`config.mk`:
```
export PLATFORM = sky130hd
export DESIGN_NAME = dui_host_port
export DESIGN_NICKNAME = d
export VERILOG_FILES = /design/src/inc/dui_pkg.sv /design/src/hw/dui_host_port.sv
export SDC_FILE = /design/constraint.sdc
export NUM_CORES = 1
export LEC_CHECK = 0
export BUFFER_PORTS_ARGS = -buffer_cell sky130_fd_sc_hd__buf_2
export CAP_MARGIN = 0
export CORE_UTILIZATION = 35
export DETAILED_ROUTE_END_ITERATION = 10
export GPL_TIMING_DRIVEN = 0
export SYNTH_ARGS = -nofsm -noshare
export SYNTH_HDL_FRONTEND = slang
export SYNTH_SLANG_ARGS = --single-unit
```
`constraint.sdc`:
```
create_clock -name i_mclk -period 5.6 [get_ports i_mclk]
set_clock_uncertainty 0.1 [all_clocks]
set_input_delay 0.84 -clock i_mclk [delete_from_list [all_inputs] [get_ports i_mclk]]
set_output_delay 0.84 -clock i_mclk [all_outputs]
set_load 0.005 [all_outputs]
```
`src/inc/dui_pkg.sv`:
```
// constants for the two-channel uart host port (i2c or spi slave)
// assumes a single 100 MHz clock domain; bus pins arrive asynchronously
`default_nettype none
package dui_pkg;
  // synchroniser lanes
  localparam int SY_W = 5;
  localparam int F_SCL = 0;
  localparam int F_SDA = 1;
  localparam int F_PIN0 = 2;
  localparam int F_PIN1 = 3;
  localparam int F_SEL = 4;
  localparam logic [SY_W-1:0] SY_RST = 5'h1F;
  // bus rates and timing
  localparam int CLK_MHZ = 100;
  localparam int I2C_STD_KBPS = 100;
  localparam int I2C_FAST_KBPS = 400;
  localparam int FAST_BIT_CYC = (CLK_MHZ * 1000) / I2C_FAST_KBPS;
  localparam int SYNC_LAT_CYC = 4;
  // slave address: fixed upper nibble, three strap bits
  localparam logic [3:0] ADDR_BASE = 4'h6;
  // sub-address / spi header fields
  localparam int HDR_RW = 7;
  localparam int REG_HI = 6;
  localparam int REG_LO = 3;
  localparam int CH_HI = 2;
  localparam int CH_LO = 1;
  localparam logic [3:0] REG_TX_HOLD = 4'h0;
  localparam logic [1:0] CH_A = 2'h0;
  localparam logic [1:0] CH_B = 2'h1;
  // uart fifo depth
  localparam logic [6:0] FIFO_DEPTH = 7'h40;
  // bit counter
  localparam logic [3:0] BIT_LAST = 4'h7;
  localparam logic [3:0] BYTE_DONE = 4'h8;
  typedef enum logic [3:0] {
    I_IDLE = 4'h0,
    I_ADDR = 4'h1,
    I_ADDR_ACK = 4'h2,
    I_SUB = 4'h3,
    I_SUB_ACK = 4'h4,
    I_WR = 4'h5,
    I_WR_ACK = 4'h6,
    I_RD = 4'h7,
    I_RD_ACK = 4'h8
  } dui_i2c_st_t;
endpackage : dui_pkg
`default_nettype wire

```
`src/hw/dui_host_port.sv`:
```
// host serial front end: i2c slave or spi slave onto uart register port
// assumes uart register file on i_mclk answers reads in the same cycle
`timescale 1ns/100ps
`default_nettype none
// Behaviour
// - select pin high i2c, low spi
// - spi chip select low-active, else ignore clocking
// - spi serial input on address-one pin
// - address pins pick i2c slave address
// - standard and fast mode rates supported
// - start: sda falls with scl high
// - first byte: 7-bit address plus direction
// - second byte latched as target register
// - acknowledge each written byte except reserved-channel data, sda low
// - full tx fifo write: nack, discard
// - stop: sda rises with scl high
// - two channels, 64-byte fifos each
// - eight addresses 0110xxx by strap wiring
// - address bit 0 high read, low write
// - register bits 6:3, channel bits 2:1
module dui_host_port (
  // clock, reset, enable
  input wire logic i_mclk,
  input wire logic i_reset,
  input wire logic i_ce,
  // bus pins
  input wire logic i_sel_i2c,
  input wire logic i_scl,
  input wire logic i_sda,
  output logic o_sda,
  output logic o_sda_oe_n,
  input wire logic i_addr_low_or_chip_select_n,
  input wire logic i_addr_high_or_serial_in,
  output logic o_so,
  output logic o_so_oe_n,
  // uart register port
  output logic o_wr,
  output logic o_rd,
  output logic [3:0] o_reg_addr,
  output logic o_reg_chan,
  output logic [7:0] o_wr_data,
  input wire logic [7:0] i_rd_data,
  input wire logic [6:0] i_tx_level_a,
  input wire logic [6:0] i_tx_level_b
);
  logic [dui_pkg::SY_W-1:0] sy1, sy2, sy3, f, next_f;
  logic q_scl, q_sda, next_q_scl, next_q_sda;
  logic [1:0] st_hi, st_st, next_st_hi, next_st_st;
  logic st_lo, next_st_lo;
  logic i2c, scl_rise, scl_fall, start, stop;
  logic [6:0] my_addr;
  logic [1:0] a0_code;

  // header byte target is legal and, for the tx holding register, not full
  function automatic logic chan_ok(input logic [7:0] h);
    chan_ok = (h[dui_pkg::CH_HI:dui_pkg::CH_LO] == dui_pkg::CH_A)
      || (h[dui_pkg::CH_HI:dui_pkg::CH_LO] == dui_pkg::CH_B);
  endfunction : chan_ok

  function automatic logic tx_full(input logic [7:0] h, input logic [6:0] la,
      input logic [6:0] lb);
    tx_full = (h[dui_pkg::REG_HI:dui_pkg::REG_LO] == dui_pkg::REG_TX_HOLD)
      && ((h[dui_pkg::CH_LO] ? lb : la) == dui_pkg::FIFO_DEPTH);
  endfunction : tx_full

  // filtered level moves only once second and third stage agree
  always_comb begin
    next_f = (sy2 & ~(sy2 ^ sy3)) | (f & (sy2 ^ sy3));
  end

  always_ff @(posedge i_mclk or posedge i_reset) begin
    if (i_reset) begin
      sy1 <= dui_pkg::SY_RST;
      sy2 <= dui_pkg::SY_RST;
      sy3 <= dui_pkg::SY_RST;
      f <= dui_pkg::SY_RST;
    end else if (i_ce) begin
      sy1 <= {i_sel_i2c, i_addr_high_or_serial_in, i_addr_low_or_chip_select_n, i_sda, i_scl};
      sy2 <= sy1;
      sy3 <= sy2;
      f <= next_f;
    end
  end

  // a fast-mode bit spans far more cycles than the sync latency
  assign i2c = f[dui_pkg::F_SEL];
  assign scl_rise = f[dui_pkg::F_SCL] & ~q_scl;
  assign scl_fall = ~f[dui_pkg::F_SCL] & q_scl;
  assign start = q_sda & ~f[dui_pkg::F_SDA] & q_scl & f[dui_pkg::F_SCL];
  assign stop = ~q_sda & f[dui_pkg::F_SDA] & q_scl & f[dui_pkg::F_SCL];

  // strap decode: a pin tied to scl or sda is told apart by when it is low
  assign a0_code = !st_hi[0] ? 2'h1 : !st_st[0] ? 2'h3 : !st_lo ? 2'h2 : 2'h0;
  assign my_addr = {dui_pkg::ADDR_BASE, (!st_hi[1] || !st_st[1]), a0_code};

  always_comb begin
    next_q_scl = f[dui_pkg::F_SCL];
    next_q_sda = f[dui_pkg::F_SDA];
    next_st_hi = st_hi;
    next_st_st = st_st;
    next_st_lo = st_lo;
    if (f[dui_pkg::F_SCL] && f[dui_pkg::F_SDA]) begin
      next_st_hi = f[dui_pkg::F_PIN1:dui_pkg::F_PIN0];
    end
    if (start) begin
      next_st_st = f[dui_pkg::F_PIN1:dui_pkg::F_PIN0];
    end
    if (!f[dui_pkg::F_SCL]) begin
      next_st_lo = f[dui_pkg::F_PIN0];
    end
  end

  always_ff @(posedge i_mclk or posedge i_reset) begin
    if (i_reset) begin
      q_scl <= 1'b1;
      q_sda <= 1'b1;
      st_hi <= 2'h3;
      st_st <= 2'h3;
      st_lo <= 1'b1;
    end else if (i_ce) begin
      q_scl <= next_q_scl;
      q_sda <= next_q_sda;
      st_hi <= next_st_hi;
      st_st <= next_st_st;
      st_lo <= next_st_lo;
    end
  end

  // i2c slave
  dui_pkg::dui_i2c_st_t ist, next_ist;
  logic [3:0] icnt, next_icnt;
  logic [7:0] ish, next_ish, isub, next_isub, iwd, next_iwd;
  logic irw, next_irw, idrv, next_idrv, iwr, next_iwr, ird, next_ird;

  always_comb begin
    next_ist = ist;
    next_icnt = icnt;
    next_ish = ish;
    next_isub = isub;
    next_iwd = iwd;
    next_irw = irw;
    next_idrv = idrv;
    next_iwr = 1'b0;
    next_ird = 1'b0;
    if (!i2c) begin
      next_ist = dui_pkg::I_IDLE;
      next_idrv = 1'b0;
    end else if (start) begin
      next_ist = dui_pkg::I_ADDR;
      next_icnt = 4'h0;
      next_idrv = 1'b0;
    end else if (stop) begin
      next_ist = dui_pkg::I_IDLE;
      next_idrv = 1'b0;
    end else if (scl_rise) begin
      unique case (ist)
        dui_pkg::I_ADDR, dui_pkg::I_SUB, dui_pkg::I_WR: begin
          next_ish = {ish[6:0], f[dui_pkg::F_SDA]};
          next_icnt = icnt + 4'h1;
        end
        // master nack ends the read burst
        dui_pkg::I_RD_ACK: if (f[dui_pkg::F_SDA]) next_ist = dui_pkg::I_IDLE;
        default: ;
      endcase
    end else if (scl_fall) begin
      unique case (ist)
        dui_pkg::I_ADDR: if (icnt == dui_pkg::BYTE_DONE) begin
          if (ish[7:1] == my_addr) begin
            next_irw = ish[0];
            next_idrv = 1'b1;
            next_ist = dui_pkg::I_ADDR_ACK;
          end else begin
            next_ist = dui_pkg::I_IDLE;
          end
        end
        dui_pkg::I_SUB: if (icnt == dui_pkg::BYTE_DONE) begin
          next_isub = ish;
          next_idrv = 1'b1;
          next_ist = dui_pkg::I_SUB_ACK;
        end
        dui_pkg::I_WR: if (icnt == dui_pkg::BYTE_DONE) begin
          next_iwd = ish;
          next_iwr = chan_ok(isub) && !tx_full(isub, i_tx_level_a, i_tx_level_b);
          next_idrv = next_iwr;
          next_ist = dui_pkg::I_WR_ACK;
        end
        dui_pkg::I_SUB_ACK, dui_pkg::I_WR_ACK: begin
          next_idrv = 1'b0;
          next_icnt = 4'h0;
          next_ist = dui_pkg::I_WR;
        end
        dui_pkg::I_ADDR_ACK, dui_pkg::I_RD_ACK: begin
          next_icnt = 4'h0;
          next_idrv = 1'b0;
          next_ist = dui_pkg::I_SUB;
          if (irw || ist == dui_pkg::I_RD_ACK) begin
            next_ird = chan_ok(isub);
            next_ish = chan_ok(isub) ? i_rd_data : 8'h00;
            next_idrv = !next_ish[7];
            next_icnt = 4'h1;
            next_ist = dui_pkg::I_RD;
          end
        end
        dui_pkg::I_RD: begin
          if (icnt == dui_pkg::BYTE_DONE) begin
            next_idrv = 1'b0;
            next_ist = dui_pkg::I_RD_ACK;
          end else begin
            next_ish = {ish[6:0], 1'b0};
            next_idrv = !ish[6];
            next_icnt = icnt + 4'h1;
          end
        end
        default: next_ist = dui_pkg::I_IDLE;
      endcase
    end
  end

  always_ff @(posedge i_mclk or posedge i_reset) begin
    if (i_reset) begin
      ist <= dui_pkg::I_IDLE;
      icnt <= 4'h0;
      ish <= 8'h00;
      isub <= 8'h00;
      iwd <= 8'h00;
      irw <= 1'b0;
      idrv <= 1'b0;
      iwr <= 1'b0;
      ird <= 1'b0;
    end else if (i_ce) begin
      ist <= next_ist;
      icnt <= next_icnt;
      ish <= next_ish;
      isub <= next_isub;
      iwd <= next_iwd;
      irw <= next_irw;
      idrv <= next_idrv;
      iwr <= next_iwr;
      ird <= next_ird;
    end
  end

  // spi slave, mode 0: master idles clock low between frames
  logic [3:0] scnt, next_scnt;
  logic [7:0] ssh, next_ssh, shdr, next_shdr, sout, next_sout, swd, next_swd;
  logic shav, next_shav, sso, next_sso, swr, next_swr, srd, next_srd;
  logic [7:0] sbyte;

  assign sbyte = {ssh[6:0], f[dui_pkg::F_PIN1]};

  always_comb begin
    next_scnt = scnt;
    next_ssh = ssh;
    next_shdr = shdr;
    next_sout = sout;
    next_swd = swd;
    next_shav = shav;
    next_sso = sso;
    next_swr = 1'b0;
    next_srd = 1'b0;
    if (i2c || f[dui_pkg::F_PIN0]) begin
      next_scnt = 4'h0;
      next_shav = 1'b0;
      next_sso = 1'b0;
    end else if (scl_rise) begin
      next_ssh = sbyte;
      next_scnt = (scnt == dui_pkg::BIT_LAST) ? 4'h0 : scnt + 4'h1;
      if (scnt == dui_pkg::BIT_LAST) begin
        if (!shav) begin
          next_shdr = sbyte;
          next_shav = 1'b1;
        end
        if (shav ? shdr[dui_pkg::HDR_RW] : sbyte[dui_pkg::HDR_RW]) begin
          next_srd = chan_ok(shav ? shdr : sbyte);
          next_sout = next_srd ? i_rd_data : 8'h00;
        end else if (shav) begin
          next_swd = sbyte;
          // no acknowledge slot on spi: a full fifo simply drops the byte
          next_swr = chan_ok(shdr) && !tx_full(shdr, i_tx_level_a, i_tx_level_b);
        end
      end
    end else if (scl_fall) begin
      next_sso = sout[7];
      next_sout = {sout[6:0], 1'b0};
    end
  end

  always_ff @(posedge i_mclk or posedge i_reset) begin
    if (i_reset) begin
      scnt <= 4'h0;
      ssh <= 8'h00;
      shdr <= 8'h00;
      sout <= 8'h00;
      swd <= 8'h00;
      shav <= 1'b0;
      sso <= 1'b0;
      swr <= 1'b0;
      srd <= 1'b0;
    end else if (i_ce) begin
      scnt <= next_scnt;
      ssh <= next_ssh;
      shdr <= next_shdr;
      sout <= next_sout;
      swd <= next_swd;
      shav <= next_shav;
      sso <= next_sso;
      swr <= next_swr;
      srd <= next_srd;
    end
  end

  // outputs
  assign o_sda = 1'b0;
  assign o_sda_oe_n = !(i2c && idrv);
  assign o_so = sso;
  assign o_so_oe_n = i2c || f[dui_pkg::F_PIN0];
  assign o_wr = iwr || swr;
  assign o_rd = ird || srd;
  assign o_reg_addr = i2c ? isub[dui_pkg::REG_HI:dui_pkg::REG_LO]
                          : shdr[dui_pkg::REG_HI:dui_pkg::REG_LO];
  assign o_reg_chan = i2c ? isub[dui_pkg::CH_LO] : shdr[dui_pkg::CH_LO];
  assign o_wr_data = i2c ? iwd : swd;

  property p_spi_i2c_idle;
    @(posedge i_mclk) disable iff (i_reset) (!i2c && i_ce) |=> ist == dui_pkg::I_IDLE;
  endproperty
  a_spi_i2c_idle: assert property (p_spi_i2c_idle) else $error("i2c active in spi mode");

  property p_cs_idle;
    @(posedge i_mclk) disable iff (i_reset)
      (!i2c && f[dui_pkg::F_PIN0] && i_ce) |=> (scnt == 4'h0 && !shav && !o_so);
  endproperty
  a_cs_idle: assert property (p_cs_idle) else $error("spi moved without select");

  property p_start;
    @(posedge i_mclk) disable iff (i_reset)
      (i2c && start && i_ce) |=> (ist == dui_pkg::I_ADDR && icnt == 4'h0);
  endproperty
  a_start: assert property (p_start) else $error("start not taken");

  property p_stop;
    @(posedge i_mclk) disable iff (i_reset)
      (i2c && stop && i_ce) |=> (ist == dui_pkg::I_IDLE && o_sda_oe_n);
  endproperty
  a_stop: assert property (p_stop) else $error("stop not taken");

  property p_sub_ack;
    @(posedge i_mclk) disable iff (i_reset) (ist == dui_pkg::I_SUB_ACK) |-> !o_sda_oe_n;
  endproperty
  a_sub_ack: assert property (p_sub_ack) else $error("sub-address not acked");

  property p_full_nack;
    @(posedge i_mclk) disable iff (i_reset)
      (i2c && i_ce && scl_fall && ist == dui_pkg::I_WR && icnt == dui_pkg::BYTE_DONE
        && tx_full(isub, i_tx_level_a, i_tx_level_b))
      |=> (ist == dui_pkg::I_WR_ACK && o_sda_oe_n && !o_wr);
  endproperty
  a_full_nack: assert property (p_full_nack) else $error("full fifo write acked");

  property p_resv_chan;
    @(posedge i_mclk) disable iff (i_reset) (i2c && (o_wr || o_rd)) |-> !isub[dui_pkg::CH_HI];
  endproperty
  a_resv_chan: assert property (p_resv_chan) else $error("reserved channel accessed");

  property p_read_dir;
    @(posedge i_mclk) disable iff (i_reset)
      (i2c && i_ce && scl_fall && ist == dui_pkg::I_ADDR_ACK && irw && !start && !stop)
      |=> (ist == dui_pkg::I_RD && icnt == 4'h1);
  endproperty
  a_read_dir: assert property (p_read_dir) else $error("read direction ignored");

  property p_addr_miss;
    @(posedge i_mclk) disable iff (i_reset)
      (i2c && i_ce && scl_fall && ist == dui_pkg::I_ADDR && icnt == dui_pkg::BYTE_DONE
        && ish[7:1] != my_addr) |=> (ist == dui_pkg::I_IDLE && o_sda_oe_n);
  endproperty
  a_addr_miss: assert property (p_addr_miss) else $error("foreign address acked");
endmodule : dui_host_port
`default_nettype wire

```
==> impl_metrics.ini <==
[cells_and_area]
seqCellArea_um2 = 2510
multi_input_area_um2 = 2240
synthToLayoutAreaGrowth_pct = 15.8
nets = 542
diodes = 0
instances_no_fill = 692
fin_util_pct = 41.4
fillers = 1330
drive_gt1_share_pct = 35.5

[sta]
fin_crit_sh_pct = 61.8
fin_crit_ns = 3.46
fmax_mhz = 289
setup_viol = 0
drv_slew = 0
worst_pin_slew_ns = 0.854
finalSetupTns_ns = 0
slew-limit-headroom_pct = 42.8
rsz0062_at_grt = false
fin_ws_ns = 2.14
finalHoldViolCount = 0

[place]
hpwl_mm = 8.64
dp.cells = 676
gp_congestion = 0.848
io_buffer_count = 46
place_ws_ns = 2.46

[clocking]
hold_buffers = 0
cts_buffers = 9
cts.sink_count = 99
path_clk_slew_ns = 0.07
cts_buffer_depth = 2
cts_tree = done
htree_levels = 3
insertion_delay_ns = 0.35
cts_setup_buffers = 0
cts_resized = 0
root_buffer = clkbuf_16

[grt]
grt_max_degree = 71
grt_use_total_pct = 18.0
grt_overflow = 0
antenna_found_initial = 0
grt_pass1_wl_mm = 19.6
first_global_vias = 3657

[floorplan]
dieArea_um2 = 14600
core_um2 = 13800
fp.dieW_um = 121
dieHeight_um = 121
core.rowCount = 43
pin_count = 49
initial_utilization_pct = 35.7

[yosys]
synth_top_cell_by_area = dfrtp_1
synth_warnings = 0
synth_cell_types = 60
syn-cell-area_um2 = 4940
yosysSeqAreaShare_pct = 50.8
synthTopCellsByArea = dfrtp_1, mux2_2, dfstp_2, o21ai_0, nand2_1
ys_ff_latch = 99
postSynthCellCount = 449
yosysMostFrequentCell = dfrtp_1
syn_nets = 484
synth_top_area_share_pct = 36.5
synth_edf_count = 0
synthTopCellsByCount = dfrtp_1, mux2_2, o21ai_0, nand2_1, dfstp_2
async_flop_share_pct = 100
ys.flop_type = dfrtp_1
avgSynthCellArea_um2 = 11.0

[detailed_routing]
via_count = 3647
wl_mm = 11.9
drt_iter0_markers = 241
drc_errors = 0
wire_per_inst_um = 17.2
vias_per_cell = 5.27
antenna_left = 0
drt_pre_antenna_iters = 7

[pwr]
p_clk_share_pct = 28.6
switching_share_pct = 32.7
p_leak_nw = 2.57
netSwitchingPower_w = 0.000718
seqPwrFrac_pct = 45.3
peakVddDrop_mv = 0.143
p_int_w = 0.00148
powerDensity_nw_per_um2 = 383
p_comb_share_pct = 26.1

[setup_path]
start_kind = register
crit_required_ns = 4.66
reg2reg_depth = 8
r2r_slack_ns = 2.69
cpMostUsedCell = clkbuf_1
path_cells = clkbuf_1 -> clkbuf_1 -> mux2_2 -> buf_2
crit_type = reg2out
slowest_delay_ns = 0.62
worst_path_max_delay_cell = clkbuf_1
crit_arrival_ns = 2.52
endpoint_kind = output port
critPathTopFamily = buffers and inverters
r2r_end = ish[2]
worst-path-buf-inv = 3
path_max_fanout = 10

[min_path]
hold_path.class = in2async

[run_status]
status = finished clean

[run]
cap_violations = 0
## cell usage in the layout, fill, tap and decap left out, types with 3 or more instances in the layout
cell	n
ha_1	5
buf_2	48
o21ai_0	45
nand3_1	12
a21oi_1	17
xnor2_1	3
nand2_1	39
clkbuf_1	17
a32o_1	3
nand2b_1	5
o31ai_1	5
a31oi_1	5
mux2i_1	6
dfstp_2	27
dfrtp_1	72
nor2b_1	14
or2_2	4
inv_1	19
nor2_1	19
nor3_1	5
mux2_2	71
a22o_1	4
buf_4	3
o41ai_1	3
clkbuf_16	9
## cells by family after synthesis
family	count (synthesis)	share of synthesized area, %
and+or+nand+nor	121	12.9
other	1	0.0759
buffers and inverters	42	3.77
xor gates and xnor gates	5	0.887
muxes	77	17.4
adders and majority gates	5	1.27
AOI/OAI and AO/OA	99	12.9
DFF	99	50.8
## metrics by stage
step,power (W),hold WS (ns),area (um^2)
finish,0.00219,0.378,5720
detailed placement,0.00158,0.363,5430
floorplan,0.00139,0.342,4940
global placement,0.00155,0.354,5400
global route,0.00232,0.393,5720
CTS,0.00221,0.378,5720
## registers in the layout (all words and copies together) (netlist names), 5 cells and up, named ones only
signal	flops
shdr	6
ish	8
sy1	5
swd	8
iwd	8
sout	8
ssh	7
isub	6
sy3	5
sy2	5
## power by group through the flow
stage                     sequential [W]  combinational, W  clock, W
after CTS                       0.000993          0.000574  0.000642
final                           0.000993          0.000572  0.000628
after global routing             0.00101          0.000646  0.000665
after detailed placement         0.00100          0.000574         0
after global placement          0.000997          0.000550         0
after floorplan                 0.000958          0.000433         0
## worst register-to-register path, cell delays in order, from the launching register on
cell       delay [ns]
dfstp_2          0.53
buf_4            0.15
inv_1            0.07
ha_1             0.28
nand2b_1         0.18
a21oi_1          0.20
a21boi_2         0.13
a2111oi_4        0.74
mux2_2           0.42
## metal layers
| layer | GRT usage, % | routed length (um) | share of wire (%) | up-vias |
|---|---|---|---|---|
| li1 | - | - | - | 1718 |
| met1 | 23.1 | 5420 | 46 | 1847 |
| met2 | 28.3 | 5700 | 48 | 62 |
| met3 | 4.10 | 395 | 3.3 | 20 |
| met4 | 9.10 | 389 | 3.3 | 0 |
| met5 | 0 | 0 | 0 | - |
## worst max path at each step
stage,start,to,slack [ns],cells past startpoint
5_1_grt,register,o_wr_data[3],2.03,4
3_5_place_dp,register,o_wr_data[3],2.46,4
2_1_floorplan,i_reset,asynchronous set/reset pin,2.11,1
3_3_place_gp,i_reset,sout[4],0.95,2
6_report,register,o_wr_data[2],2.14,4
4_1_cts,register,o_wr_data[2],2.11,4
## area by class of cell
type                    instances  area share, %
well taps                     180           3.94
clock buffers                  12           4.31
clock inverters                 4          0.853
plain buffers                  22           1.95
multi-input cells             308           39.2
inverters                      20           1.36
repair buffers                 47           4.51
flip-flops and latches         99           43.9
No activity file was read; power rests on OpenSTA's default activity.
